==> src/verilog/cal_seq_pkg.sv <==
package cal_seq_pkg;
   // ----------------------------------------------------------------
   // register map (word aligned byte offsets, all chosen for this block)
   // ----------------------------------------------------------------
   localparam logic [7:0] ctrl_offset = 8'h00;
   localparam logic [7:0] status_offset = 8'h04;
   localparam logic [7:0] vco_code_offset = 8'h08;
   localparam logic [7:0] edges_offset = 8'h0C;
   localparam logic [7:0] filter_offset = 8'h10;
   localparam logic [7:0] rssi_offset = 8'h14;
   localparam logic [7:0] iq_offset = 8'h18;
   // ----------------------------------------------------------------
   // control bit positions
   // ----------------------------------------------------------------
   localparam int ctrl_start_bit = 0;
   localparam int ctrl_cmp_power_bit = 1;
   localparam int ctrl_low_thr_sel_bit = 2;
   localparam int ctrl_stage_lsb = 4;
   // ----------------------------------------------------------------
   // comparator pair codes {high, low}
   // ----------------------------------------------------------------
   localparam logic [1:0] cmp_too_high = 2'h0;
   localparam logic [1:0] cmp_in_range = 2'h2;
   localparam logic [1:0] cmp_too_low = 2'h3;
   localparam logic [1:0] cmp_impossible = 2'h1;
   // ----------------------------------------------------------------
   // status codes reported to the controller
   // ----------------------------------------------------------------
   localparam logic [1:0] stat_idle = 2'h0;
   localparam logic [1:0] stat_busy = 2'h1;
   localparam logic [1:0] stat_ok = 2'h2;
   localparam logic [1:0] stat_fail = 2'h3;
   // ----------------------------------------------------------------
   // filter stages; first three are trans-impedance type
   // ----------------------------------------------------------------
   localparam int num_stages = 6;
   localparam logic [2:0] stage_ti_limit = 3'h3;
   // comparator settling after each capacitor step
   localparam int settle_ns = 1000;
   localparam int clk_ns = 50;
   localparam int settle_cycles = (settle_ns + clk_ns - 1) / clk_ns;
   // sweep state machine
   typedef enum logic [4:0] {
      st_idle = 5'b00001,
      st_step = 5'b00010,
      st_wait = 5'b00100,
      st_judge = 5'b01000,
      st_done = 5'b10000
   } sweep_state_t;
endpackage

==> src/verilog/code_register.sv <==
`timescale 1ns/1ns
`default_nettype none
// one software writable code register with reset value
module code_register #(
   parameter int width = 8
) (
   input wire logic clk_i,
   input wire logic rst_i,
   input wire logic load_i,
   input wire logic [width-1:0] data_i,
   output logic [width-1:0] q_o
);
   // register holds the code steering one analog control
   always_ff @(posedge clk_i) begin
      if (rst_i) begin
         q_o <= '0;
      end else if (load_i) begin
         q_o <= data_i;
      end
   end
endmodule
`default_nettype wire

==> src/verilog/cal_sequencer.sv <==
`timescale 1ns/1ns
`default_nettype none
// Behaviour
// - high threshold fixed, low threshold selectable
// - comparator pair reports 10 ok 00 high 11 low
// - all stages share one resistor and one capacitor code
// - meter valid only for a single tone
module cal_sequencer
   import cal_seq_pkg::*;
#(
   parameter int code_width = 8,
   parameter int filt_width = 8,
   parameter int iq_width = 12,
   parameter int rssi_width = 16
) (
   input wire logic clk_i,
   input wire logic rst_i,
   // classic wishbone slave
   input wire logic cyc_i,
   input wire logic stb_i,
   input wire logic we_i,
   input wire logic [7:0] adr_i,
   input wire logic [3:0] sel_i,
   input wire logic [31:0] dat_i,
   output logic [31:0] dat_o,
   output logic ack_o,
   // analog side
   input wire logic high_threshold_comparator_i,
   input wire logic low_threshold_comparator_i,
   input wire logic [rssi_width-1:0] rssi_i,
   output logic comparator_power_o,
   output logic low_threshold_select_o,
   output logic [code_width-1:0] vco_capacitor_code_o,
   output logic lock_o,
   output logic [cal_seq_pkg::num_stages-1:0] stage_enable_o,
   output logic [filt_width-1:0] filter_resistor_code_o,
   output logic [filt_width-1:0] filter_capacitor_code_o,
   output logic [iq_width-1:0] tx_inphase_word_o,
   output logic [iq_width-1:0] tx_quadrature_word_o
);
   import cal_seq_pkg::*;

   // ----------------------------------------------------------------
   // bus decode
   // ----------------------------------------------------------------
   logic req; // valid access waiting for answer
   logic wr_ctrl, wr_vco, wr_filt; // write strobes
   assign req = cyc_i & stb_i & ~ack_o;
   assign wr_ctrl = req & we_i & sel_i[0] & (adr_i == ctrl_offset);
   assign wr_vco = req & we_i & sel_i[0] & (adr_i == vco_code_offset);
   assign wr_filt = req & we_i & (&sel_i[1:0]) & (adr_i == filter_offset);

   // one cycle answer, dropped the cycle after it was given
   always_ff @(posedge clk_i) begin
      if (rst_i) begin
         ack_o <= 1'b0;
      end else begin
         ack_o <= req;
      end
   end

   // ----------------------------------------------------------------
   // control register
   // ----------------------------------------------------------------
   logic cmp_power_reg; // comparator power enable
   logic low_sel_reg; // 0 picks the higher low threshold
   logic [2:0] stage_reg; // filter stage selected for tuning
   logic start_pulse; // begin a capacitor sweep
   assign start_pulse = wr_ctrl & dat_i[ctrl_start_bit];

   always_ff @(posedge clk_i) begin
      if (rst_i) begin
         cmp_power_reg <= 1'b0;
         low_sel_reg <= 1'b0;
         stage_reg <= '0;
      end else if (wr_ctrl) begin
         cmp_power_reg <= dat_i[ctrl_cmp_power_bit];
         low_sel_reg <= dat_i[ctrl_low_thr_sel_bit];
         stage_reg <= dat_i[ctrl_stage_lsb +: 3];
      end
   end
   assign comparator_power_o = cmp_power_reg;
   assign low_threshold_select_o = low_sel_reg;

   // only the stage under tuning is enabled
   always_comb begin
      stage_enable_o = '0;
      if (32'(stage_reg) < num_stages) begin
         stage_enable_o[stage_reg] = 1'b1;
      end
   end

   // comparator pair as {high, low}; meaningful only when powered
   logic [1:0] cmp_pair;
   assign cmp_pair = {high_threshold_comparator_i, low_threshold_comparator_i};
   assign lock_o = cmp_power_reg & (cmp_pair == cmp_in_range);

   // ----------------------------------------------------------------
   // filter codes: one resistor and one capacitor code, shared by all stages
   // ----------------------------------------------------------------
   code_register #(.width(filt_width)) res_code (
      .clk_i(clk_i),
      .rst_i(rst_i),
      .load_i(wr_filt),
      .data_i(dat_i[filt_width-1:0]),
      .q_o(filter_resistor_code_o)
   );
   code_register #(.width(filt_width)) cap_code (
      .clk_i(clk_i),
      .rst_i(rst_i),
      .load_i(wr_filt),
      .data_i(dat_i[8 +: filt_width]),
      .q_o(filter_capacitor_code_o)
   );

   // test words: reset to +max on I and -max on Q
   always_ff @(posedge clk_i) begin
      if (rst_i) begin
         tx_inphase_word_o <= {1'b0, {(iq_width-1){1'b1}}};
         tx_quadrature_word_o <= {1'b1, {(iq_width-1){1'b0}}};
      end else if (req & we_i & (&sel_i) & (adr_i == iq_offset)) begin
         tx_inphase_word_o <= dat_i[iq_width-1:0];
         tx_quadrature_word_o <= dat_i[16 +: iq_width];
      end
   end

   // ----------------------------------------------------------------
   // capacitor sweep engine
   // ----------------------------------------------------------------
   sweep_state_t state_reg;
   logic [code_width-1:0] code_reg; // code under test
   logic [code_width-1:0] lower_edge_code, upper_edge_code;
   logic seen_lower, seen_upper; // edges found so far
   logic [1:0] prev_pair; // pair seen at the previous code
   logic [1:0] status_reg;
   logic [15:0] settle_cnt;
   logic last_code;
   logic [code_width:0] edge_sum;
   assign last_code = &code_reg;
   assign edge_sum = {1'b0, lower_edge_code} + {1'b0, upper_edge_code};

   // sweep sequencing and status; software may also write the code directly while in st_idle
   always_ff @(posedge clk_i) begin
      if (rst_i) begin
         state_reg <= st_idle;
         code_reg <= '0;
         lower_edge_code <= '0;
         upper_edge_code <= '0;
         seen_lower <= 1'b0;
         seen_upper <= 1'b0;
         prev_pair <= cmp_too_high;
         status_reg <= stat_idle;
         settle_cnt <= '0;
      end else begin
         case (state_reg)
            st_idle: begin
               // the same write powers the pair, so look at the written bit, not the old one
               if (start_pulse & dat_i[ctrl_cmp_power_bit]) begin
                  code_reg <= '0;
                  seen_lower <= 1'b0;
                  seen_upper <= 1'b0;
                  prev_pair <= cmp_impossible; // no earlier code yet
                  status_reg <= stat_busy;
                  state_reg <= st_step;
               end else if (start_pulse) begin
                  status_reg <= stat_fail; // comparators unpowered
               end else if (wr_vco) begin
                  code_reg <= dat_i[code_width-1:0];
               end
            end
            st_step: begin
               settle_cnt <= 16'(settle_cycles);
               state_reg <= st_wait;
            end
            st_wait: begin
               // comparators need time to follow a new code
               if (settle_cnt == 16'h0001) begin
                  state_reg <= st_judge;
               end
               settle_cnt <= settle_cnt - 16'h0001;
            end
            st_judge: begin
               prev_pair <= cmp_pair;
               if (prev_pair == cmp_too_high && cmp_pair == cmp_in_range && !seen_lower) begin
                  lower_edge_code <= code_reg;
                  seen_lower <= 1'b1;
               end
               if (prev_pair == cmp_in_range && cmp_pair == cmp_too_low && seen_lower) begin
                  upper_edge_code <= code_reg;
                  seen_upper <= 1'b1;
                  state_reg <= st_done;
               end else if (last_code) begin
                  status_reg <= stat_fail;
                  state_reg <= st_idle;
               end else begin
                  code_reg <= code_reg + 1'b1;
                  state_reg <= st_step;
               end
            end
            st_done: begin
               code_reg <= edge_sum[code_width:1];
               status_reg <= stat_ok;
               state_reg <= st_idle;
            end
            default: begin
               state_reg <= st_idle;
            end
         endcase
      end
   end
   assign vco_capacitor_code_o = code_reg;

   // ----------------------------------------------------------------
   // read mux, registered; unmapped addresses read zero
   // ----------------------------------------------------------------
   always_ff @(posedge clk_i) begin
      if (rst_i) begin
         dat_o <= '0;
      end else if (req & ~we_i) begin
         case (adr_i)
            ctrl_offset: dat_o <= 32'({stage_reg, 1'b0, low_sel_reg, cmp_power_reg, 1'b0});
            status_offset: dat_o <= 32'({seen_upper, seen_lower, lock_o, cmp_pair, status_reg});
            vco_code_offset: dat_o <= 32'(code_reg);
            edges_offset: dat_o <= {8'h00, 8'(upper_edge_code), 8'h00, 8'(lower_edge_code)};
            filter_offset: dat_o <= {16'h0000, 8'(filter_capacitor_code_o), 8'(filter_resistor_code_o)};
            rssi_offset: dat_o <= 32'(rssi_i);
            iq_offset: dat_o <= {4'h0, 12'(tx_quadrature_word_o), 4'h0, 12'(tx_inphase_word_o)};
            default: dat_o <= '0;
         endcase
      end
   end
endmodule
`default_nettype wire

==> config.mk <==
export PLATFORM = sky130hd
export DESIGN_NAME = cal_sequencer
export DESIGN_NICKNAME = d
export VERILOG_FILES = /design/src/verilog/cal_seq_pkg.sv /design/src/verilog/code_register.sv /design/src/verilog/cal_sequencer.sv
export SDC_FILE = /design/constraint.sdc
export NUM_CORES = 1
export LEC_CHECK = 0
export ABC_CLOCK_PERIOD_IN_PS = 2000
export BUFFER_PORTS_ARGS = -buffer_cell sky130_fd_sc_hd__clkbuf_2
export CORE_UTILIZATION = 48
export CTS_CLUSTER_DIAMETER = 60
export DETAILED_ROUTE_END_ITERATION = 8
export PLACE_DENSITY = 0.8
export SYNTH_ARGS = -nofsm -noshare
export SYNTH_HDL_FRONTEND = slang
export SYNTH_SLANG_ARGS = --single-unit
==> constraint.sdc <==
create_clock -name clk_i -period 2 [get_ports clk_i]
set_clock_uncertainty 0.2 [all_clocks]
set_input_delay 0.2 -clock clk_i [delete_from_list [all_inputs] [get_ports clk_i]]
set_output_delay 0.2 -clock clk_i [all_outputs]
set_load 0.05 [all_outputs]
==> flow_summary.toml <==
[outcome]
status = "finished with violations"
violations = "setup timing"

[synthesis]
netlist_area_sq_mm = 0.00604
ys_ff_latch = 125
yosysTopAreaCellShare_pct = 41.4
synth_cell_types = 70
synth_area_leaders = "dfxtp_1 41%, nand2_1 8.1%, a21oi_1 5.1%"
ys_async_sr_fraction_pct = 0
syn_inst = 732
yosysTopAreaCell = "dfxtp_1"
yosysWarnings = 0
yosysMostFrequentCell = "nand2_1"
yosysSeqAreaShare_pct = 41.4
postSynthAreaPerCell_sq_um = 8.25
synth_edf_count = 0
synth_ff_type = "dfxtp_1"
yosys-top-cells-count = "131 x nand2_1, 125 x dfxtp_1, 63 x nor2_1"

[critical_path]
cp_max_fo = 4
critPathCaptureType = "flop"
crit_chain = "ha_4, nor2b_4, o31a_1, o21a_1, o21a_1, o311a_1, nor2_1"
critPathRequiredTime_ps = 2150
critPathMaxStageDelay_ps = 340
crit_path_top_delay_cell = "o311a_1"
path_common_cell = "o21a_1"
cp-start-kind = "flop"
arrival_ps = 2230
path_class = "reg -> reg"

[drt]
routed_via_density = 5.94
antenna_left = 0
routed_wl_um = 22300
drtIter0Drc = 893
first_pass_iters = 7
wl_per_cell_um = 19.0
detailroute.via_count = 6985
drc_errors = 0

[grt]
antenna_found_initial = 0
grt_usage_pct = 33.8
first_global_vias = 6486
grt_max_degree = 43
grt_pass1_wl_um = 34000
gr-total-overflow = 0

[final_layout]
largest_reg_flops = 28
finalInstanceArea_sq_mm = 0.00882
n_antenna_cell = 0
instances_no_fill = 1176
top_register = "dat_o"
finish.net_count = 1074
drive_gt1_share_pct = 37.3
reg.largest.list = "dat_o: 28 flops, settle_cnt: 16 flops"
synthToLayoutAreaGrowth_pct = 46.0

[power_and_ir_drop]
powerDensity_mw_per_mm2 = 673
ir_drop_uv = 791
leakagePower_nw = 3.79

[sta]
worstMarginPinSlew_ps = 637
hold_viol_final = 0
max_slew_margin_pct = 57.4
finalCritPeriodShare_pct = 104
fin_hold_ws_ps = 0.858
slew_violations = 0
fin_ws_ps = -80.8
grt_setup_unrepaired = "true"
fin_crit_ps = 2080
finalSetupViolCount = 15
fmax_ghz = 0.481

[place]
io_buffers = 148
gp_congestion = 0.936
dp.cells = 1105
dp_hpwl_um = 14300
postPlaceCellArea_sq_mm = 0.00767

[clock_tree]
clk_latency_ps = 420
cts.clk_slew.worst_paths_ps = 60
clock-sinks = 125
h-tree-depth = 4
clockRootBuffer = "clkbuf_16"
cts_tree = "yes"
clock_path_buffers = 2
cts_buffers = 17

[floorplan]
row_count = 40
die_h_um = 114
core-area_sq_mm = 0.0122
top_level_ports = 157
die_x_um = 114
dieArea_sq_mm = 0.0130
initial_core_util_pct = 49.7

[flow_run]
cap_violations = 0

[worst_hold_path]
worst_hold_path_type = "in -> reg"
layout by cell type (no fill, tap or decap), drive strengths merged, types with 7 or more instances in the layout:
cell type / count
a31oi: 10
nand3: 31
inv: 16
or4: 8
buf: 111
mux2: 9
ha: 10
a22oi: 17
nor3: 17
a211oi: 7
dlygate4sd3: 33
o21a: 10
o21ai: 28
nand2: 132
dfxtp: 125
nor2: 65
a21oi: 63
clkbuf: 166
nand4: 9
xnor2: 8
mux2i: 29
worst max-delay path, delay by kind of cell, from the launching register on:
kind	cells	cell delay (ps)
flops	1	330
compound gates	4	1010
fa+ha+maj	1	250
simple gates	2	230
layout make-up:
class / count / area [sq um]
fill: 823 / 3340
clock inverter: 13 / 143
sequential: 125 / 2530
timing repair buffer: 292 / 1930
inverter: 14 / 52.6
tap: 168 / 210
multi-input combinational: 546 / 3510
clock buffer: 18 / 439
stage by stage:
stage / TNS, ps / utilization [%] / power [mW] / setup slack (ps)
after detailed placement: -11150 / 63.1 / 2.86 / -239
after global routing: -3020 / 72.6 / 6.05 / -147
after global placement: -9440 / 63.1 / 2.86 / -193
after CTS: -397 / 71.4 / 5.89 / -102
final: -631 / 72.6 / 5.94 / -80.8
after floorplan: -3630 / - / 2.71 / -104
repair_timing:
item / CTS / global route
hold buffers: 33 / 0
resized for setup: 27 / 29
setup buffers: 2 / 5
pin swaps: 10 / 12
hold endpoints to repair: 49 / 0
setup endpoints to repair: 20 / 72
cells by family (layout without fill, tap and decap cells):
| group | count (synthesis) | count (layout) | share of synthesized area [%] |
|---|---|---|---|
| fa+ha+maj | 11 | 11 | 2.40 |
| xor+xnor | 12 | 12 | 1.74 |
| other cells | 1 | 4 | 0.0621 |
| buf+inv | 64 | 337 | 4.87 |
| mux | 40 | 40 | 7.23 |
| simple gates | 314 | 314 | 25.2 |
| compound gates | 165 | 165 | 17.1 |
| flops | 125 | 125 | 41.4 |
path summary, 6_finish.rpt:
kind / start / end / slack (ps) / cells after the start
worst max register to register: upper_edge_code[2] / vco_capacitor_code_o[5] / -80 / 7
worst min-delay path: rssi_i[10] / dat_o[10] / 0.9 / 5
worst max-delay path: upper_edge_code[2] / vco_capacitor_code_o[5] / -80 / 7
worst min register to register: dat_o[6] / dat_o[6] / 250 / 2
where the power goes:
group | internal, mW | switching, mW | total, mW
combinational | 0.164 | 0.228 | 0.392
sequential | 2.49 | 0.00216 | 2.49
clock | 1.86 | 1.19 | 3.05
routing by layer:
metal  GRT usage [%]  wire length, um
met2            54.6            10600
met1            42.5             8600
met4            17.4             1080
met3            7.15             2010
met5               0                0
Power figures use the tool's default switching activity.
